$ cat config.mk
export PLATFORM = sky130hd
export DESIGN_NAME = uhpd_cfg_top
export DESIGN_NICKNAME = d
export VERILOG_FILES = /design/src/common/uhpd_pkg.sv /design/src/logic/uhpd_boost_decode.sv /design/src/logic/uhpd_pin_swap.sv /design/src/logic/uhpd_cfg_top.sv
export VERILOG_INCLUDE_DIRS = /design/src /design/src/common
export SDC_FILE = /design/constraint.sdc
export NUM_CORES = 1
export LEC_CHECK = 0
export BUFFER_PORTS_ARGS = -buffer_cell sky130_fd_sc_hd__buf_2
export CAP_MARGIN = 10
export CORE_ASPECT_RATIO = 0.9
export CORE_UTILIZATION = 42
export DETAILED_ROUTE_END_ITERATION = 10
export PLACE_DENSITY = 0.81
export REMOVE_ABC_BUFFERS = 1
export SLEW_MARGIN = 20
export SYNTH_ARGS = -nofsm -noshare
export SYNTH_HDL_FRONTEND = slang
export SYNTH_SLANG_ARGS = --single-unit
$ cat constraint.sdc
create_clock -name pclk -period 2.8 [get_ports pclk]
set_input_delay 0.56 -clock pclk [delete_from_list [all_inputs] [get_ports pclk]]
set_output_delay 0.56 -clock pclk [all_outputs]
set_load 0.02 [all_outputs]
$ cat src/common/uhpd_defs.svh
// Register indices, field positions, reset values, status bits and boost step of the hub port config block
`ifndef UHPD_DEFS_SVH
`define UHPD_DEFS_SVH

// Register indices; byte address is four times the index
`define UHPD_IDX_BOOST_UPPER 8'hf7
`define UHPD_IDX_BOOST_LOWER 8'hf8
`define UHPD_IDX_PIN_SWAP 8'hfa
`define UHPD_IDX_STATUS 8'hfd

// Reset values
`define UHPD_RST_BOOST_UPPER 8'h00
`define UHPD_RST_BOOST_LOWER 8'h00
`define UHPD_RST_PIN_SWAP 8'h00

// Boost field least significant bits
`define UHPD_P5_LSB 0
`define UHPD_P6_LSB 2
`define UHPD_P7_LSB 4
`define UHPD_P1_LSB 0
`define UHPD_P2_LSB 2
`define UHPD_P3_LSB 4
`define UHPD_P4_LSB 6
`define UHPD_UPPER_MASK 8'h3f

// Swap field: bit 0 upstream, bit n downstream port n
`define UHPD_SWAP_UPSTREAM 0

// Status register bits
`define UHPD_STS_FROZEN 0
`define UHPD_STS_PENDING 1

// Boost step in percent per code step
`define UHPD_BOOST_STEP_PCT 4

`endif

$ cat src/common/uhpd_pkg.sv
// Types shared by the hub port drive and swap configuration block
package uhpd_pkg;

  typedef enum logic [1:0] {
    drv_normal,
    drv_low,
    drv_medium,
    drv_high
  } uhpd_drive_t;

  typedef struct packed {
    logic pos;
    logic neg;
  } uhpd_line_t;

endpackage

$ cat src/logic/uhpd_boost_decode.sv
// Decodes two-bit boost codes into drive strength levels for each port
`timescale 1ns/100ps
`default_nettype none
`include "uhpd_defs.svh"

module uhpd_boost_decode #(
  parameter int N = 7
) (
  input wire logic [N-1:0][1:0] code,
  output uhpd_pkg::uhpd_drive_t level [N],
  output logic [N-1:0][3:0] boost_pct
);
  import uhpd_pkg::*;

  initial begin
    if (N < 1) begin
      $error("uhpd_boost_decode: N must be at least 1");
    end
  end

  for (genvar i = 0; i < N; i++) begin : g_port
    assign level[i] = code[i] == 2'h0 ? drv_normal :   // RULE3
                      code[i] == 2'h1 ? drv_low :      // RULE4
                      code[i] == 2'h2 ? drv_medium : drv_high;
    // Nominal elevation, zero for normal drive
    assign boost_pct[i] = 4'(code[i] * `UHPD_BOOST_STEP_PCT);   // RULE4
  end

endmodule
`default_nettype wire

$ cat src/logic/uhpd_pin_swap.sv
// Exchanges positive and negative data line pads per port
`timescale 1ns/100ps
`default_nettype none

module uhpd_pin_swap #(
  parameter int N = 8
) (
  input wire logic [N-1:0] swap,
  input wire uhpd_pkg::uhpd_line_t [N-1:0] core_tx,
  input wire uhpd_pkg::uhpd_line_t [N-1:0] core_oe_n,
  output uhpd_pkg::uhpd_line_t [N-1:0] core_rx,
  output uhpd_pkg::uhpd_line_t [N-1:0] pin_out,
  output uhpd_pkg::uhpd_line_t [N-1:0] pin_oe_n,
  input wire uhpd_pkg::uhpd_line_t [N-1:0] pin_in
);
  import uhpd_pkg::*;

  initial begin
    if (N < 1) begin
      $error("uhpd_pin_swap: N must be at least 1");
    end
  end

  // Pure steering: no register so the line timing stays untouched
  for (genvar i = 0; i < N; i++) begin : g_port
    assign pin_out[i] = swap[i] ? {core_tx[i].neg, core_tx[i].pos} : core_tx[i];   // RULE7 RULE8
    assign pin_oe_n[i] = swap[i] ? {core_oe_n[i].neg, core_oe_n[i].pos} : core_oe_n[i];
    assign core_rx[i] = swap[i] ? {pin_in[i].neg, pin_in[i].pos} : pin_in[i];   // RULE8
  end

endmodule
`default_nettype wire

$ cat src/logic/uhpd_cfg_top.sv
// Hub port drive boost and data pin swap configuration registers over APB
//
// Overview of operation
// (RULE1) Upper boost register: port 7 bits 5:4, port 6 3:2, port 5 1:0, 7:6 reserved.
// (RULE2) Lower boost register: port 4 bits 7:6, port 3 5:4, port 2 3:2, port 1 1:0.
// (RULE3) Boost code zero drives the port at normal strength.
// (RULE4) Codes 01, 10, 11 give low, medium, high boost, about 4, 8, 12 percent.
// (RULE5) Software should keep boost at zero unless signal levels need correcting.
// (RULE6) Swap field holds eight bits, one per upstream or downstream port.
// (RULE7) Swap bit 0 keeps positive line on positive pin, negative on negative.
// (RULE8) Swap bit 1 exchanges the positive and negative pins of that port.
// (RULE9) Swap bit 7 exchanges the data pins of downstream port 7.
// (RULE10) Swap bits 6 to 1 serve the same numbered port; bit 0 the upstream port.
// (RULE11) Settings are applied before attach and held constant while attached.
//
// Chosen here: the APB register port.
`timescale 1ns/100ps
`default_nettype none
`include "uhpd_defs.svh"

module uhpd_cfg_top #(
  parameter int ADDR_W = 12,
  parameter int NUM_DS = 7
) (
  input wire logic pclk,
  input wire logic presetn,
  input wire logic psel,
  input wire logic penable,
  input wire logic pwrite,
  input wire logic [ADDR_W-1:0] paddr,
  input wire logic [31:0] pwdata,
  input wire logic [3:0] pstrb,
  output logic [31:0] prdata,
  output logic pready,
  output logic pslverr,
  input wire logic hub_attached,
  output uhpd_pkg::uhpd_drive_t port1_drive_level,
  output uhpd_pkg::uhpd_drive_t port2_drive_level,
  output uhpd_pkg::uhpd_drive_t port3_drive_level,
  output uhpd_pkg::uhpd_drive_t port4_drive_level,
  output uhpd_pkg::uhpd_drive_t port5_drive_level,
  output uhpd_pkg::uhpd_drive_t port6_drive_level,
  output uhpd_pkg::uhpd_drive_t port7_drive_level,
  output logic [NUM_DS-1:0][3:0] boost_pct,
  input wire uhpd_pkg::uhpd_line_t [NUM_DS:0] core_tx,
  input wire uhpd_pkg::uhpd_line_t [NUM_DS:0] core_oe_n,
  output uhpd_pkg::uhpd_line_t [NUM_DS:0] core_rx,
  output uhpd_pkg::uhpd_line_t [NUM_DS:0] data_pin_out,
  output uhpd_pkg::uhpd_line_t [NUM_DS:0] data_pin_oe_n,
  input wire uhpd_pkg::uhpd_line_t [NUM_DS:0] data_pin_in
);
  import uhpd_pkg::*;

  initial begin
    if (ADDR_W < 10 || ADDR_W > 32) begin
      $error("uhpd_cfg_top: ADDR_W must be 10 to 32");
    end
    if (NUM_DS != 7) begin
      $error("uhpd_cfg_top: register layout serves exactly seven ports");
    end
  end

  ////////////////////////////////////////////////////////////////////////////
  // Address decode

  localparam logic [ADDR_W-1:0] ADDR_UPPER = ADDR_W'({`UHPD_IDX_BOOST_UPPER, 2'h0});
  localparam logic [ADDR_W-1:0] ADDR_LOWER = ADDR_W'({`UHPD_IDX_BOOST_LOWER, 2'h0});
  localparam logic [ADDR_W-1:0] ADDR_SWAP = ADDR_W'({`UHPD_IDX_PIN_SWAP, 2'h0});
  localparam logic [ADDR_W-1:0] ADDR_STATUS = ADDR_W'({`UHPD_IDX_STATUS, 2'h0});

  function automatic logic [1:0] boost_field(input logic [7:0] r, input int lsb);
    boost_field = r[lsb +: 2];
  endfunction

  wire logic access = psel && penable;
  wire logic hit_upper = paddr == ADDR_UPPER;
  wire logic hit_lower = paddr == ADDR_LOWER;
  wire logic hit_swap = paddr == ADDR_SWAP;
  wire logic hit_status = paddr == ADDR_STATUS;
  wire logic mapped = hit_upper || hit_lower || hit_swap || hit_status;
  // Status is read-only; a write there is refused like an unmapped address
  wire logic bad_access = !mapped || (pwrite && hit_status);
  wire logic wr_lane0 = access && pwrite && pstrb[0] && !bad_access;
  wire logic wr_upper = wr_lane0 && hit_upper;
  wire logic wr_lower = wr_lane0 && hit_lower;
  wire logic wr_swap = wr_lane0 && hit_swap;

  ////////////////////////////////////////////////////////////////////////////
  // Software-visible registers

  logic [7:0] downstream_upper_drive_boost;
  logic [7:0] downstream_lower_drive_boost;
  logic [7:0] data_pin_polarity_swap;

  always_ff @(posedge pclk or negedge presetn) begin
    if (!presetn) begin
      downstream_upper_drive_boost <= `UHPD_RST_BOOST_UPPER;
      downstream_lower_drive_boost <= `UHPD_RST_BOOST_LOWER;
      data_pin_polarity_swap <= `UHPD_RST_PIN_SWAP;
    end else begin
      if (wr_upper) begin
        // Reserved bits 7:6 are not stored
        downstream_upper_drive_boost <= pwdata[7:0] & `UHPD_UPPER_MASK;   // RULE1
      end
      if (wr_lower) begin
        downstream_lower_drive_boost <= pwdata[7:0];   // RULE2
      end
      if (wr_swap) begin
        data_pin_polarity_swap <= pwdata[7:0];   // RULE6
      end
    end
  end

  ////////////////////////////////////////////////////////////////////////////
  // Applied copies: follow software until attach, then frozen

  logic [7:0] applied_upper;
  logic [7:0] applied_lower;
  logic [7:0] data_pin_swap_mask;

  always_ff @(posedge pclk or negedge presetn) begin
    if (!presetn) begin
      applied_upper <= `UHPD_RST_BOOST_UPPER;
      applied_lower <= `UHPD_RST_BOOST_LOWER;
      data_pin_swap_mask <= `UHPD_RST_PIN_SWAP;
    end else if (!hub_attached) begin
      // A write while attached waits here until the next detach
      applied_upper <= downstream_upper_drive_boost;   // RULE11
      applied_lower <= downstream_lower_drive_boost;
      data_pin_swap_mask <= data_pin_polarity_swap;
    end
  end

  wire logic pending = (applied_upper != downstream_upper_drive_boost) ||
                       (applied_lower != downstream_lower_drive_boost) ||
                       (data_pin_swap_mask != data_pin_polarity_swap);

  ////////////////////////////////////////////////////////////////////////////
  // Read path, zero-wait answer

  logic [7:0] status;
  always_comb begin
    status = 8'h00;
    status[`UHPD_STS_FROZEN] = hub_attached;
    status[`UHPD_STS_PENDING] = pending;
  end

  wire logic [7:0] rd_byte = hit_upper ? downstream_upper_drive_boost :
                             hit_lower ? downstream_lower_drive_boost :
                             hit_swap ? data_pin_polarity_swap :
                             hit_status ? status : 8'h00;

  assign pready = 1'b1;
  assign pslverr = access && bad_access;
  assign prdata = (access && !pwrite && !bad_access) ? {24'h000000, rd_byte} : 32'h00000000;

  ////////////////////////////////////////////////////////////////////////////
  // Boost decode

  logic [NUM_DS-1:0][1:0] boost_code;
  uhpd_drive_t drive_level [NUM_DS];

  assign boost_code[0] = boost_field(applied_lower, `UHPD_P1_LSB);   // RULE2
  assign boost_code[1] = boost_field(applied_lower, `UHPD_P2_LSB);
  assign boost_code[2] = boost_field(applied_lower, `UHPD_P3_LSB);
  assign boost_code[3] = boost_field(applied_lower, `UHPD_P4_LSB);
  assign boost_code[4] = boost_field(applied_upper, `UHPD_P5_LSB);   // RULE1
  assign boost_code[5] = boost_field(applied_upper, `UHPD_P6_LSB);
  assign boost_code[6] = boost_field(applied_upper, `UHPD_P7_LSB);

  uhpd_boost_decode #(
    .N(NUM_DS)
  ) uhpd_boost_decode_i (
    .code(boost_code),
    .level(drive_level),
    .boost_pct(boost_pct)
  );

  assign port1_drive_level = drive_level[0];
  assign port2_drive_level = drive_level[1];
  assign port3_drive_level = drive_level[2];
  assign port4_drive_level = drive_level[3];
  assign port5_drive_level = drive_level[4];
  assign port6_drive_level = drive_level[5];
  assign port7_drive_level = drive_level[6];

  ////////////////////////////////////////////////////////////////////////////
  // Data pin swap: index 0 upstream, index n downstream port n

  uhpd_pin_swap #(
    .N(NUM_DS + 1)
  ) uhpd_pin_swap_i (
    .swap(data_pin_swap_mask),   // RULE9 RULE10
    .core_tx(core_tx),
    .core_oe_n(core_oe_n),
    .core_rx(core_rx),
    .pin_out(data_pin_out),
    .pin_oe_n(data_pin_oe_n),
    .pin_in(data_pin_in)
  );

  ////////////////////////////////////////////////////////////////////////////
  // Assertions

  // Attach level one edge back, kept in a flop so the swap bit 7 check needs no sampled-value call
  logic attached_q;

  always_ff @(posedge pclk or negedge presetn) begin
    if (!presetn) begin
      attached_q <= 1'b0;
    end else begin
      attached_q <= hub_attached;
    end
  end

  wire logic detached_write = !hub_attached && !attached_q;

  a_upper_port7_map: assert property (@(posedge pclk) disable iff (!presetn) // RULE1
    wr_upper && !hub_attached ##1 !hub_attached |=>
      port7_drive_level == uhpd_drive_t'($past(pwdata[5:4], 2)))
    else $error("port 7 boost not taken from upper bits 5:4");

  a_upper_reserved_zero: assert property (@(posedge pclk) disable iff (!presetn) // RULE1
    wr_upper |=> downstream_upper_drive_boost[7:6] == 2'h0 &&
      downstream_upper_drive_boost[5:0] == $past(pwdata[5:0]))
    else $error("upper boost reserved bits not zero or field lost");

  a_lower_port4_map: assert property (@(posedge pclk) disable iff (!presetn) // RULE2
    wr_lower && !hub_attached ##1 !hub_attached |=>
      port4_drive_level == uhpd_drive_t'($past(pwdata[7:6], 2)) &&
      port1_drive_level == uhpd_drive_t'($past(pwdata[1:0], 2)))
    else $error("ports 4 or 1 boost not taken from lower register");

  a_zero_normal_drive: assert property (@(posedge pclk) disable iff (!presetn) // RULE3
    applied_lower[3:2] == 2'h0 |-> port2_drive_level == drv_normal && boost_pct[1] == 4'h0)
    else $error("zero boost code does not give normal drive");

  a_code_level_map: assert property (@(posedge pclk) disable iff (!presetn) // RULE4
    applied_upper[3:2] == 2'h3 |-> port6_drive_level == drv_high && boost_pct[5] == 4'hc)
    else $error("boost code 11 does not give high drive");

  a_swap_clear_pass: assert property (@(posedge pclk) disable iff (!presetn) // RULE7
    !data_pin_swap_mask[`UHPD_SWAP_UPSTREAM] |->
      data_pin_out[0] == core_tx[0] && core_rx[0] == data_pin_in[0])
    else $error("unswapped upstream port does not pass lines straight");

  a_swap_set_cross: assert property (@(posedge pclk) disable iff (!presetn) // RULE8
    data_pin_swap_mask[3] |-> data_pin_out[3].pos == core_tx[3].neg &&
      data_pin_out[3].neg == core_tx[3].pos && data_pin_oe_n[3].pos == core_oe_n[3].neg)
    else $error("swapped port 3 lines not exchanged");

  a_swap_bit7_port7: assert property (@(posedge pclk) disable iff (!presetn) // RULE9
    wr_swap && pwdata[7] && detached_write ##1 !hub_attached |=>
      data_pin_out[7].pos == core_tx[7].neg)
    else $error("swap bit 7 does not exchange port 7 pins");

  a_swap_bit_order: assert property (@(posedge pclk) disable iff (!presetn) // RULE10
    data_pin_swap_mask[1] != data_pin_swap_mask[2] |->
      data_pin_out[1].pos == (data_pin_swap_mask[1] ? core_tx[1].neg : core_tx[1].pos))
    else $error("swap bit 1 does not follow port 1");

  a_frozen_attached: assert property (@(posedge pclk) disable iff (!presetn) // RULE11
    hub_attached && $past(hub_attached) |->
      $stable(applied_upper) && $stable(applied_lower) && $stable(data_pin_swap_mask))
    else $error("applied settings changed while attached");

  a_pending_status: assert property (@(posedge pclk) disable iff (!presetn) // RULE11
    (wr_upper && pwdata[5:0] != applied_upper[5:0] && hub_attached) ##1 hub_attached |->
      status[`UHPD_STS_PENDING])
    else $error("write while attached not shown as pending");

  a_apply_detached: assert property (@(posedge pclk) disable iff (!presetn) // RULE11
    !hub_attached |=> applied_upper == $past(downstream_upper_drive_boost) &&
      applied_lower == $past(downstream_lower_drive_boost) &&
      data_pin_swap_mask == $past(data_pin_polarity_swap))
    else $error("applied settings do not follow registers while detached");

  a_lower_port3_map: assert property (@(posedge pclk) disable iff (!presetn) // RULE2
    wr_lower && !hub_attached ##1 !hub_attached |=>
      port3_drive_level == uhpd_drive_t'($past(pwdata[5:4], 2)) &&
      port2_drive_level == uhpd_drive_t'($past(pwdata[3:2], 2)))
    else $error("ports 3 or 2 boost not taken from lower register");

  a_upper_port6_map: assert property (@(posedge pclk) disable iff (!presetn) // RULE1
    wr_upper && !hub_attached ##1 !hub_attached |=>
      port6_drive_level == uhpd_drive_t'($past(pwdata[3:2], 2)) &&
      port5_drive_level == uhpd_drive_t'($past(pwdata[1:0], 2)))
    else $error("ports 6 or 5 boost not taken from upper register");

  // Every port checked, not only the sampled ones above
  for (genvar i = 0; i < NUM_DS; i++) begin : g_boost_chk
    a_boost_code_zero: assert property (@(posedge pclk) disable iff (!presetn) // RULE3
      boost_code[i] == 2'h0 |-> drive_level[i] == drv_normal && boost_pct[i] == 4'h0)
      else $error("boost code 00 does not give normal drive");
    a_boost_code_low: assert property (@(posedge pclk) disable iff (!presetn) // RULE4
      boost_code[i] == 2'h1 |-> drive_level[i] == drv_low && boost_pct[i] == 4'h4)
      else $error("boost code 01 does not give low drive");
    a_boost_code_mid: assert property (@(posedge pclk) disable iff (!presetn) // RULE4
      boost_code[i] == 2'h2 |-> drive_level[i] == drv_medium && boost_pct[i] == 4'h8)
      else $error("boost code 10 does not give medium drive");
  end

  for (genvar i = 0; i <= NUM_DS; i++) begin : g_swap_chk
    a_swap_port_set: assert property (@(posedge pclk) disable iff (!presetn) // RULE10
      data_pin_swap_mask[i] |-> data_pin_out[i].pos == core_tx[i].neg &&
        data_pin_out[i].neg == core_tx[i].pos && core_rx[i].neg == data_pin_in[i].pos)
      else $error("swap bit does not exchange the lines of its own port");
    a_swap_port_clear: assert property (@(posedge pclk) disable iff (!presetn) // RULE7
      !data_pin_swap_mask[i] |-> data_pin_out[i] == core_tx[i] &&
        data_pin_oe_n[i] == core_oe_n[i] && core_rx[i] == data_pin_in[i])
      else $error("unswapped port does not pass lines straight");
  end

endmodule
`default_nettype wire

==> flow_summary.yaml <==
run_status:
  status: "finished, final reports clean"
global_route:
  grtUsageTotal_pct: 17.7
  grt_pass1_vias: 2366
  overflow: 0
  antenna_found_initial: 0
  grt_max_degree: 45
  grt_pass1_wl_um: 11100
worst_setup_path:
  cp_max_fo: 8
  reg2reg_from: "data_pin_swap_mask[5]$_DFFE_PN0N_"
  r2r_end: "data_pin_swap_mask[5]$_DFFE_PN0N_"
  reg2reg_setup_slack_ps: 1880
  critPathKind: "reg -> out"
  cp-start-kind: "flip-flop"
  crit_path_max_incr_delay_ps: 500
  cp-startpoint: "data_pin_swap_mask[5]$_DFFE_PN0N_"
  worst_ep_arrival_time_ps: 2070
  worstSetupEndpointType: "primary output"
  critPathSlowestCell: "dfrtp_1"
  path_cells: "xor2_1 -> nor4_1 -> nand4_1 -> o311ai_2 -> a2111oi_2 -> buf_2"
  r2r_cells: 1
  cp.required_ps: 2240
floorplanning:
  die_w_um: 94.3
  ios: 226
  start_util_pct: 44.6
  core_area_sq_mm: 0.00722
  die_area_sq_mm: 0.00802
  num_rows: 29
  die_h_um: 85.1
detailed_routing:
  wl_per_cell_um: 14.0
  wl_met3_um: 483
  ant_nets: 0
  drt_iter0_markers: 93
  dr.pass1.iters: 4
  drc: 0
  wl_met1_um: 2950
  highest_layer: "met4"
  via_count: 2515
  viasPerCell: 4.85
  routed_wl_um: 7290
  wl_met2_um: 3780
clock_network:
  cts_tree: "built"
  clk_latency_ps: 300
  clk_pin_slew_ps: 80
  clock-sinks: 44
  cts.path.max_buffers: 2
  root_buffer: "clkbuf_8"
  cts_buffers: 5
  htreeDepth: 2
cells_and_area:
  fin_util_pct: 55.4
  fin_nets: 527
  diodes: 0
  area_delta_synth_final_pct: 24.3
  drive_above_1_share_pct: 62.7
  n_fill_cell: 594
timing:
  rsz0062_at_grt: "false"
  fin_crit_sh_pct: 93.9
  setup_viol: 0
  min_period_ps: 2630
  finalHoldViolations: 0
  worstMarginPinSlew_ps: 519
  drv_slew: 0
  finalSetupTns_ps: 0
  max_slew_margin_pct: 65.4
  worst_slack_ps: 172
  fin_skew_ps: 3.24
  max_freq_mhz: 381
power:
  max-vdd-ir-drop_mv: 0.185
  p_leak_uw: 0.00229
  p_total_uw: 1320
  p_per_area_mw_per_mm2: 331
placed_design:
  gp_congestion: 0.843
  dpl.hpwl_um: 5820
  port_buffers: 159
  post-place-ws_ps: 212
synth:
  ys_top_cells_by_area: "dfrtp_1 34%, mux2_2 27%, buf_4 9.1%"
  synth_top_flop_cell: "dfrtp_1"
  synth_edf_count: 0
  synth_top_cell_area_share_pct: 34.2
  synth-seq-cells: 44
  ys_seq_area_share_pct: 34.2
  synth_top_area_cell: "dfrtp_1"
  synth.distinct_cells: 40
  async_flop_share_pct: 100
  netlist_instances: 284
  avgSynthCellArea_sq_um: 11.3
  yosysWarnings: 0
  synth_common_cells: "76 x mux2_2, 44 x dfrtp_1, 39 x buf_4"
  syn_area_sq_mm: 0.00322
  yosysMostFrequentCell: "mux2_2"
flow_run:
  max_cap_violations: 0
hold_path:
  min_path_type: "in -> async"
[placed cells by master (no fill, tap or decap), types with 2 or more instances in the layout]
cell	n
nand4_1	2
mux2_2	76
xor2_1	20
a22oi_1	5
mux2i_1	2
o21ai_0	2
clkbuf_8	6
dfrtp_1	44
nor2_1	12
buf_4	4
xnor2_1	2
buf_2	159
clkbuf_1	2
mux2_4	8
conb_1	39
mux2_1	13
nor4_1	3
nand2_1	5
[kinds of logic (layout without fill, tap and decap cells)]
group | after synthesis | count (layout) | synth area share [%]
XOR/XNOR | 22 | 22 | 5.99
AO/OA/AOI/OAI | 12 | 12 | 3.03
flip-flops | 44 | 44 | 34.2
other | 2 | 39 | 0.233
AND/OR/NAND/NOR | 37 | 37 | 7.54
multiplexers | 99 | 99 | 35.5
buffers and inverters | 68 | 173 | 13.5
[flip-flops by register name, indices dropped and copies added, names as in the netlist]
register and count:
applied_lower 8, data_pin_polarity_swap 8, data_pin_swap_mask 8, downstream_lower_drive_boost 8, applied_upper 6, downstream_upper_drive_boost 6
[metrics by stage]
step / instance area, sq um / hold WS [ps] / cells
final: 4000 / 223 / 519
after global routing: 4000 / 253 / 519
after CTS: 3960 / 442 / 518
after detailed placement: 3870 / 555 / 510
after global placement: 3870 / 538 / 510
after floorplan: 2930 / 264 / 254
[per-layer routing]
layer | track usage [%] | up-vias
met3 | 2.96 | 9
met4 | 4.62 | 0
met2 | 32.7 | 123
met1 | 20.9 | 1194
met5 | 0 | -
li1 | - | 1189
[worst max path at each step]
stage / slack (ps) / cells after the start / endpoint
after global routing: 20 / 6 / prdata[1]
after floorplan: 180 / 5 / prdata[1]
final: 170 / 6 / prdata[1]
after global placement: 220 / 7 / prdata[1]
after CTS: 70 / 6 / prdata[1]
after detailed placement: 210 / 7 / prdata[1]
[final cells by class]
type / instances / area (sq um) / area share [%]
clock buffers: 8 / 90.1 / 2.25
multi-input cells: 209 / 1840 / 45.9
repair buffers: 164 / 853 / 21.3
inverters: 1 / 3.75 / 0.0938
flip-flops and latches: 44 / 1100 / 27.5
well taps: 93 / 116 / 2.91
[report_power, final]
| group | switching (uW) | leakage [uW] | internal, uW | total, uW |
|---|---|---|---|---|
| registers | 0.656 | 0.000615 | 635 | 636 |
| logic | 173 | 0.00163 | 105 | 278 |
| clock network | 207 | 0.0000455 | 201 | 408 |
[critical path, delay by kind of cell, from the launching register on]
family,cells,cell delay [ps]
simple gates,2,490
buf+inv,1,170
xor+xnor,1,210
compound gates,2,410
flops,1,500
[timing repair]
item / in CTS / in global routing
setup endpoints to repair: 0 / 1
setup buffers: 0 / 0
gates resized for setup: 0 / 2
hold buffers: 0 / 0
Note: power is estimated with default switching activity, not from simulation.
